### src/igd_defines.svh
// Constants for the issue group dispatch and no-operation stall block.
`ifndef IGD_DEFINES_SVH
`define IGD_DEFINES_SVH

`define IGD_SLOTS        8
`define IGD_INSTR_W      32
`define IGD_PBIT_POS     0
`define IGD_NOP_CNT_W    4
`define IGD_BRANCH_SLOTS 5
`define IGD_BANKS        8
`define IGD_BANK_W       3
`define IGD_ADDR_W       32
`define IGD_BANK_LSB     1
`define IGD_NSTAGE       10
`define IGD_ST_PR        3
`define IGD_ST_DP        4
`define IGD_ST_E3        8

`endif

### src/igd_pkg.sv
// Types shared by the issue group dispatch block.
`include "igd_defines.svh"
package igd_pkg;
	typedef logic [`IGD_INSTR_W-1:0]                instr_t;
	typedef logic [`IGD_SLOTS-1:0][`IGD_INSTR_W-1:0] fetch_group_t;
	typedef logic [`IGD_SLOTS-1:0]                   slot_mask_t;
	typedef logic [`IGD_NOP_CNT_W-1:0]               nop_cnt_t;
	typedef enum logic [2:0] {
		IGD_RUN    = 3'h1,
		IGD_SPLIT  = 3'h2,
		IGD_NOPRUN = 3'h4
	} igd_state_t;
endpackage : igd_pkg

### src/igd_stall_if.sv
// Stall causes gathered toward the pipeline controller.
`timescale 1ns/1ps
interface igd_stall_if;
	logic bankHit;
	logic memWait;
	modport src (output bankHit, output memWait);
	modport dst (input bankHit, input memWait);
endinterface : igd_stall_if

### src/igd_dispatch.sv
// Issue group dispatch and pipeline stall control.
`timescale 1ns/1ps
`include "igd_defines.svh"
module igd_dispatch (
	// Clock and reset
	input  wire logic                     clk,
	input  wire logic                     rstn,
	// Program memory
	output logic                          progAddrValid,
	output logic [`IGD_ADDR_W-1:0]        progAddr,
	input  wire logic                     progReady,
	input  wire igd_pkg::fetch_group_t    progGroup,
	// Data memory accesses in execute stage three
	input  wire logic                     dataValid0,
	input  wire logic [`IGD_ADDR_W-1:0]   dataAddr0,
	input  wire logic                     dataValid1,
	input  wire logic [`IGD_ADDR_W-1:0]   dataAddr1,
	input  wire logic                     dataReady,
	// Branch and no-operation from decode
	input  wire logic                     branchIssue,
	input  wire logic [`IGD_ADDR_W-1:0]   branchTarget,
	input  wire logic                     nopIssue,
	input  wire logic [`IGD_NOP_CNT_W-1:0] nopCount,
	// Issue group to decode
	output logic                          issueValid,
	output igd_pkg::fetch_group_t         issueGroup,
	output igd_pkg::slot_mask_t           issueMask,
	// Status
	output logic                          pipeStall,
	output logic [`IGD_NSTAGE-1:0]        stageValid,
	output logic                          loadWriteback
);
	import igd_pkg::*;

	// ***********************************************
	// Stage registers
	// ***********************************************
	logic [`IGD_NSTAGE-1:0]   stageValid_r;
	logic [`IGD_NSTAGE-1:0]   stageValid_nxt;
	logic [`IGD_ADDR_W-1:0]   pc_r;
	fetch_group_t             prGroup_r;
	fetch_group_t             dpGroup_r;
	slot_mask_t               doneMask_r;
	igd_state_t               state_r;
	igd_state_t               state_nxt;
	logic [2:0]               brCnt_r;
	logic                     brPend_r;
	logic [`IGD_ADDR_W-1:0]   brTarget_r;
	logic                     brRedir_r;
	logic [`IGD_ADDR_W-1:0]   psAddr_r;
	fetch_group_t             issueGroup_r;
	slot_mask_t               issueMask_r;
	logic                     issueValid_r;
	logic                     nopBusy;
	igd_stall_if              stallBus ();

	// ***********************************************
	// Stall causes
	// ***********************************************
	igd_mem_stall uMem (
		.clk           (clk),
		.rstn          (rstn),
		.progWaitValid (stageValid_r[2]),
		.progReady     (progReady),
		.dataValid0    (dataValid0 && stageValid_r[`IGD_ST_E3]),
		.dataAddr0     (dataAddr0),
		.dataValid1    (dataValid1 && stageValid_r[`IGD_ST_E3]),
		.dataAddr1     (dataAddr1),
		.dataReady     (dataReady),
		.stall         (stallBus.src)
	);

	wire memStall = stallBus.dst.bankHit || stallBus.dst.memWait;
	wire brDone   = brPend_r && (brCnt_r == 3'(`IGD_BRANCH_SLOTS)) && !memStall;

	igd_nop_timer uNop (
		.clk        (clk),
		.rstn       (rstn),
		.advance    (!memStall),
		.load       (nopIssue && issueValid_r),
		.count      (nopCount),
		.branchDone (brDone),
		.busy       (nopBusy)
	);

	// ***********************************************
	// Issue group split
	// ***********************************************
	slot_mask_t pbits;
	slot_mask_t pending;
	slot_mask_t grpMask;
	logic       grpEnd;
	genvar      g;
	generate
		for (g = 0; g < `IGD_SLOTS; g++) begin : gPbit
			assign pbits[g] = dpGroup_r[g][`IGD_PBIT_POS];
		end
	endgenerate
	assign pending = ~doneMask_r;

	// Collect slots from the first pending one until a clear marker bit.
	always_comb begin
		logic inGrp;
		logic stop;
		inGrp   = 1'b0;
		stop    = 1'b0;
		grpMask = '0;
		for (int i = 0; i < `IGD_SLOTS; i++) begin
			if (pending[i] && !stop) begin
				inGrp      = 1'b1;
				grpMask[i] = 1'b1;
				if (!pbits[i]) begin
					stop = 1'b1;
				end
			end
		end
		grpEnd = ((doneMask_r | grpMask) == {`IGD_SLOTS{1'b1}}) || !inGrp;
	end

	wire dpValid    = stageValid_r[`IGD_ST_DP];
	wire splitStall = dpValid && !grpEnd;
	// A counted no-operation holds issue already in the cycle that loads it; a finished branch overrides it.
	wire nopLoad    = nopIssue && issueValid_r && (nopCount > 4'h1);
	wire holdAll    = memStall || ((nopBusy || nopLoad) && !brDone);
	wire dpAdvance  = dpValid && !holdAll;
	wire frontHold  = holdAll || splitStall;
	wire frontGo    = !memStall && !frontHold;
	wire brTake     = branchIssue && issueValid_r && !brPend_r;

	// The target enters address generate behind the groups already fetched, which fill the delay slots.
	wire [`IGD_ADDR_W-1:0] pcNext = brTake ? branchTarget : (brRedir_r ? brTarget_r : pc_r + 32'h20);

	always_comb begin
		state_nxt = state_r;
		case (state_r)
			IGD_RUN:    state_nxt = splitStall ? IGD_SPLIT : (nopBusy ? IGD_NOPRUN : IGD_RUN);
			IGD_SPLIT:  state_nxt = (dpAdvance && grpEnd) ? IGD_RUN : IGD_SPLIT;
			IGD_NOPRUN: state_nxt = nopBusy ? IGD_NOPRUN : IGD_RUN;
			default:    state_nxt = IGD_RUN;
		endcase
	end

	// ***********************************************
	// Pipeline advance
	// ***********************************************
	always_comb begin
		stageValid_nxt = stageValid_r;
		if (!memStall) begin
			stageValid_nxt[`IGD_NSTAGE-1:`IGD_ST_DP+1] =
				{stageValid_r[`IGD_NSTAGE-2:`IGD_ST_DP+1], dpAdvance};
			if (!frontHold) begin
				stageValid_nxt[`IGD_ST_DP:0] = {stageValid_r[`IGD_ST_DP-1:0], 1'b1};
			end else if (dpAdvance && grpEnd) begin
				stageValid_nxt[`IGD_ST_DP] = 1'b0;
			end
		end
	end

	always_ff @(posedge clk) begin
		if (!rstn) begin
			stageValid_r <= '0;
			state_r      <= IGD_RUN;
		end else begin
			stageValid_r <= stageValid_nxt;
			state_r      <= state_nxt;
		end
	end

	always_ff @(posedge clk) begin
		if (!rstn) begin
			pc_r      <= '0;
			psAddr_r  <= '0;
			prGroup_r <= '0;
			dpGroup_r <= '0;
		end else if (frontGo) begin
			pc_r      <= pcNext;
			psAddr_r  <= pc_r;
			prGroup_r <= progGroup;
			dpGroup_r <= prGroup_r;
		end
	end

	always_ff @(posedge clk) begin
		if (!rstn) begin
			doneMask_r <= '0;
		end else if (dpAdvance) begin
			doneMask_r <= grpEnd ? '0 : (doneMask_r | grpMask);
		end
	end

	// ***********************************************
	// Branch delay slot tracking
	// ***********************************************
	always_ff @(posedge clk) begin
		if (!rstn) begin
			brPend_r   <= 1'b0;
			brRedir_r  <= 1'b0;
			brCnt_r    <= '0;
			brTarget_r <= '0;
		end else if (brTake) begin
			brPend_r   <= 1'b1;
			brRedir_r  <= !frontGo;
			brCnt_r    <= 3'h1;
			brTarget_r <= branchTarget;
		end else begin
			if (frontGo) begin
				brRedir_r <= 1'b0;
			end
			if (brDone) begin
				brPend_r <= 1'b0;
			end else if (brPend_r && !memStall) begin
				brCnt_r <= brCnt_r + 3'h1;
			end
		end
	end

	// ***********************************************
	// Issue output
	// ***********************************************
	always_ff @(posedge clk) begin
		if (!rstn) begin
			issueValid_r <= 1'b0;
			issueGroup_r <= '0;
			issueMask_r  <= '0;
		end else if (!memStall) begin
			issueValid_r <= dpAdvance;
			issueGroup_r <= dpGroup_r;
			issueMask_r  <= grpMask;
		end
	end

	// The held issue group is announced once, in the cycle in which it moves on.
	assign issueValid    = issueValid_r && !memStall;
	assign issueGroup    = issueGroup_r;
	assign issueMask     = issueMask_r;
	assign progAddrValid = stageValid_r[1];
	assign progAddr      = psAddr_r;
	assign pipeStall     = frontHold;
	assign stageValid    = stageValid_r;
	assign loadWriteback = stageValid_r[`IGD_NSTAGE-1] && !memStall;
endmodule : igd_dispatch

### src/igd_mem_stall.sv
// Memory readiness and bank conflict detection.
`timescale 1ns/1ps
`include "igd_defines.svh"
module igd_mem_stall (
	// Clock and reset
	input  wire logic                   clk,
	input  wire logic                   rstn,
	// Program fetch state
	input  wire logic                   progWaitValid,
	input  wire logic                   progReady,
	// Data accesses in execute stage three
	input  wire logic                   dataValid0,
	input  wire logic [`IGD_ADDR_W-1:0] dataAddr0,
	input  wire logic                   dataValid1,
	input  wire logic [`IGD_ADDR_W-1:0] dataAddr1,
	input  wire logic                   dataReady,
	// Stall outputs
	igd_stall_if.src                    stall
);
	logic bankHitDone_r;
	wire  [`IGD_BANK_W-1:0] bank0 = dataAddr0[`IGD_BANK_LSB +: `IGD_BANK_W];
	wire  [`IGD_BANK_W-1:0] bank1 = dataAddr1[`IGD_BANK_LSB +: `IGD_BANK_W];
	wire  sameBank = dataValid0 && dataValid1 && (bank0 == bank1);

	// One extra cycle serves the second access of a conflicting pair.
	always_ff @(posedge clk) begin
		if (!rstn) begin
			bankHitDone_r <= 1'b0;
		end else begin
			bankHitDone_r <= sameBank && !bankHitDone_r && !stall.memWait;
		end
	end

	assign stall.bankHit = sameBank && !bankHitDone_r;
	assign stall.memWait = (progWaitValid && !progReady) ||
	                       ((dataValid0 || dataValid1) && !dataReady);
endmodule : igd_mem_stall

### src/igd_nop_timer.sv
// Multicycle no-operation idle counter with branch override.
`timescale 1ns/1ps
`include "igd_defines.svh"
module igd_nop_timer (
	// Clock and reset
	input  wire logic                     clk,
	input  wire logic                     rstn,
	// Control
	input  wire logic                     advance,
	input  wire logic                     load,
	input  wire logic [`IGD_NOP_CNT_W-1:0] count,
	input  wire logic                     branchDone,
	// Status
	output logic                          busy
);
	logic [`IGD_NOP_CNT_W-1:0] remain_r;
	logic [`IGD_NOP_CNT_W-1:0] remain_nxt;

	always_comb begin
		remain_nxt = remain_r;
		if (branchDone) begin
			remain_nxt = '0;
		end else if (load && advance) begin
			remain_nxt = (count > 4'h2) ? count - 4'h2 : 4'h0;
		end else if (advance && remain_r != 4'h0) begin
			remain_nxt = remain_r - 4'h1;
		end
	end

	always_ff @(posedge clk) begin
		if (!rstn) begin
			remain_r <= '0;
		end else begin
			remain_r <= remain_nxt;
		end
	end

	assign busy = (remain_r != 4'h0);
endmodule : igd_nop_timer

### config.mk
export PLATFORM = sky130hd
export DESIGN_NAME = igd_dispatch
export DESIGN_NICKNAME = d
export VERILOG_FILES = /design/src/igd_pkg.sv /design/src/igd_stall_if.sv /design/src/igd_dispatch.sv /design/src/igd_mem_stall.sv /design/src/igd_nop_timer.sv
export VERILOG_INCLUDE_DIRS = /design/src
export SDC_FILE = /design/constraint.sdc
export NUM_CORES = 2
export LEC_CHECK = 0
export ABC_AREA = 1
export CORE_ASPECT_RATIO = 1.1
export CORE_MARGIN = 1
export CORE_UTILIZATION = 32
export DETAILED_ROUTE_END_ITERATION = 6
export DONT_BUFFER_PORTS = 1
export GPL_ROUTABILITY_DRIVEN = 0
export GPL_TIMING_DRIVEN = 0
export SYNTH_ARGS = -nofsm -noshare
export SYNTH_HDL_FRONTEND = slang
export SYNTH_SLANG_ARGS = --single-unit
export TNS_END_PERCENT = 30
### constraint.sdc
create_clock -name clk -period 2.5 [get_ports clk]
set_clock_uncertainty 0.05 [all_clocks]
set_input_delay 0.125 -clock clk [delete_from_list [all_inputs] [get_ports clk]]
set_output_delay 0.125 -clock clk [all_outputs]
set_load 0.03 [all_outputs]
==> flow_summary_export.csv <==
group,metric,value,unit
status,status,"finished, violations left",
status,failed_checks,"DRC, setup timing",
synthesis,synth-compound-area-share,14.72,%
pwr,p_total,0.06236,W
drt,vias,29680,
critical_path,cp_max_fo,2,
hold_path,hold_end,"uNop.remain_r[3]",
synthesis,synth-xor-area-share,0.2145,%
timing,finalSetupViolCount,3,
floorplan,initial_utilization,32.37,%
timing,grt_setup_unrepaired,"true",
critical_path,cp.required,3.00,ns
cells_and_area,syn2layout_area_growth,26.69,%
timing,setup_slack,-0.02293,ns
critical_path,regToRegSetupSlack,0.01,ns
drt,wirelength,118100,microns
placement,dp_hpwl,88390,microns
synthesis,synth-simple-area-share,23.65,%
floorplan,die_y,337.1,microns
critical_path,critPathKind,"input pin to register",
synthesis,synthAdderAreaFrac,0.2299,%
critical_path,ff2ff_path_depth,13,
cts,htreeDepth,3,
synthesis,syn-mean-instance-area,7.606,sq um
synthesis,seq_area_frac_synth,55.17,%
cts,clk_pin_slew_worst_paths,0.06,ns
global_routing,grt_pass1_wl,172300,microns
global_routing,grt_pass1_vias,28040,
floorplan,die_x,306.6,microns
timing,finalHoldViolCount,0,
drt,first_iter_violations,1992,
cts,cts_root_buf,"clkbuf_16",
cells_and_area,layout_commonest_cell,"nor2_1",
hold_path,hold_depth,6,
global_routing,grt_max_degree,16,
global_routing,grt_usage,22.08,%
cells_and_area,layout_common_cells,"1690 x nor2_1, 889 x dfxtp_1, 635 x o21ai_0, 306 x dlygate4sd3_1, 206 x o21ai_1",
synthesis,synth-async-reset-ratio,0,%
cells_and_area,drive_gt1_share,7.495,%
hold_path,hp-class,"input pin to register",
critical_path,path_cells,"dlygate4sd3_1 > inv_1 > ha_1 > xor2_1 > dlygate4sd3_1 > nand2_1 > dlygate4sd3_1 > nand2_1 > dlygate4sd3_1 > o211ai_1 > a21oi_1",
timing,fin_crit_sh,100.9,%
cts,clockBufferDepth,3,
drt,via_per_inst,4.810,
critical_path,critPathMostFrequentCell,"dlygate4sd3_1",
drt,first_pass_iters,7,
timing,drv_slew,0,
synthesis,ys_seq_elements,900,
synthesis,synth_edf_count,0,
critical_path,r2r-end,"prGroup_r[235]",
synthesis,synth_cell_types,34,
synthesis,synth_top_family_by_area,"simple AND/OR/NAND/NOR gates",
critical_path,start_kind,"input pin",
synthesis,syn-cell-area,0.03266,sq mm
pwr,vdd_drop_max,0.0007998,V
cts,numCtsBuffers,95,
timing,max_clock_freq,396.4,MHz
synthesis,muxShareOfSynthArea,0.1532,%
run,drv_cap,0,
drt,drc,1,
placement,dpl_worst_slack,-1.404,ns
critical_path,critical_path.slowest_cell,"dlygate4sd3_1",
cts,cts_tree,"done",
synthesis,postSynthCellCount,4294,
drt,drtAntennaViolNets,0,
synthesis,ys.flop_type,"dfxtp_1",
placement,io_buffers,0,
critical_path,cp-end-kind,"register",
cts,cts_sinks,900,
critical_path,cpPeakStageDelay,0.59,ns
pwr,p_leak,17.20,nW
timing,slew_headroom,7.242,%
cts,clkLatencyLatePin,0.67,ns
floorplan,rows,122,
synthesis,synth_warnings,0,
floorplan,die_area,0.1033,sq mm
global_routing,antenna_found_initial,28,
global_routing,grt-ovfl-total,0,
drt,wire_per_inst,19.14,microns
timing,worstMarginPinSlew,1.391,ns
floorplan,ios,674,
synthesis,syn-num-nets,4664,
timing,min_period,2.523,ns
pwr,powerDensity,1507,mW/mm^2
critical_path,r2r-start,"stageValid[8]",
hold_path,worstHoldStart,"dataAddr1[2]",
critical_path,arrival,3.02,ns
floorplan,coreArea,0.1009,sq mm
cells_and_area,nets,5079,
[cell families after synthesis]
family	Yosys count
DFF	900
muxes	5
and+or+nand+nor	2011
xor gates and xnor gates	8
buffers and inverters	419
adders and majority gates	6
AOI/OAI and AO/OA	945
[routing by layer]
layer	routed length, microns	global-route usage, %	vias up
met5	116	0	-
met2	55620	37.16	985
met1	48560	26.36	13720
li1	-	-	14650
met4	5290	10.18	18
met3	8504	5.588	301
[area by class of cell]
class                           instances  area (sq um)
Tap cell                             1364          1707
Fill cell                           10330         59520
Buffer                                303          1758
Sequential cell                       900         18040
Multi-Input combinational cell       2975         12850
Clock buffer                          138          2760
Timing Repair Buffer                  318          3182
Clock inverter                         40         594.3
Inverter                              116         437.9
Antenna cell                           16         40.04
[worst max-delay path, delay by kind of cell]
| family | cells | cell delay (ns) |
|---|---|---|
| simple gates | 2 | 0.11 |
| xor+xnor | 1 | 0.13 |
| buf+inv | 5 | 2.30 |
| fa+ha+maj | 1 | 0.18 |
| compound gates | 2 | 0.17 |
[report_power, final]
group	total, W	internal, W	switching (W)	leakage [nW]
Clock	0.0151	0.00897	0.00612	1.65
Combinational	0.0215	0.00780	0.0137	8.15
Sequential	0.0257	0.0197	0.00602	7.40
[state kept, by name, summed over array words and instances (netlist names), 10 cells and up]
signal / flops
brTarget_r: 32
prGroup_r: 256
dpGroup_r: 256
pc_r: 32
issueGroup: 256
stageValid: 10
progAddr: 32
[per-stage QoR]
| step | std cells | utilization (%) | TNS [ns] | hold WS [ns] | instance area, sq um |
|---|---|---|---|---|---|
| after CTS | 6152 | 40.72 | -0.1623 | 0.005331 | 41090 |
| after floorplan | 4294 | - | 0 | 0.2131 | 32660 |
| after global routing | 6165 | 40.99 | -11.41 | 0.08352 | 41360 |
| final | 6170 | 41.01 | -0.04881 | 0.06664 | 41370 |
| after global placement | 5658 | 34.06 | -831.52 | 0.2199 | 34370 |
| after detailed placement | 5658 | 34.06 | -822.82 | 0.2255 | 34370 |
[worst max path at each step]
stage / from / endpoint / cells after the start
5_1_grt: stageValid[8] / prGroup_r[113] / 12
4_1_cts: stageValid[8] / loadWriteback / 8
3_3_place_gp: dataAddr0[2] / issueGroup[60] / 9
2_1_floorplan: stageValid[8] / pc_r[10] / 9
3_5_place_dp: dataAddr0[2] / issueGroup[60] / 9
6_report: nopCount[2] / uNop.remain_r[3] / 11
[cell usage after synthesis (2+ instances only)]
cell / number / area, sq um
dfxtp_1: 900 / 18020
or2_2: 2 / 12.51
mux2i_1: 5 / 50.05
buf_6: 23 / 259.0
buf_1: 4 / 15.01
nand3_1: 68 / 340.3
buf_4: 32 / 240.2
o22ai_1: 18 / 112.6
o21ai_1: 200 / 1001
nor2_2: 2 / 12.51
inv_2: 3 / 11.26
clkbuf_1: 205 / 769.5
nand2_2: 4 / 25.02
o21ai_0: 645 / 3228
nor2_1: 1698 / 6374
clkinv_1: 2 / 7.510
xnor2_1: 2 / 17.52
ha_1: 6 / 75.07
nand4_1: 16 / 100.1
a21boi_0: 10 / 75.07
nand2_1: 203 / 762.0
nor3_1: 15 / 75.07
a21oi_1: 62 / 310.3
inv_1: 110 / 412.9
o211ai_1: 7 / 52.55
buf_2: 39 / 195.2
xor2_1: 6 / 52.55
[timing repair]
| item | in CTS | in global routing |
|---|---|---|
| gates cloned | 1 | 0 |
| setup buffers | 9 | 2 |
| pin swaps | 5 | 4 |
| endpoints found under the hold margin | 326 | 0 |
| gates resized for setup | 72 | 146 |
| setup endpoints to repair | 866 | 749 |
| hold buffers | 306 | 0 |
Power figures use the tool's default switching activity.
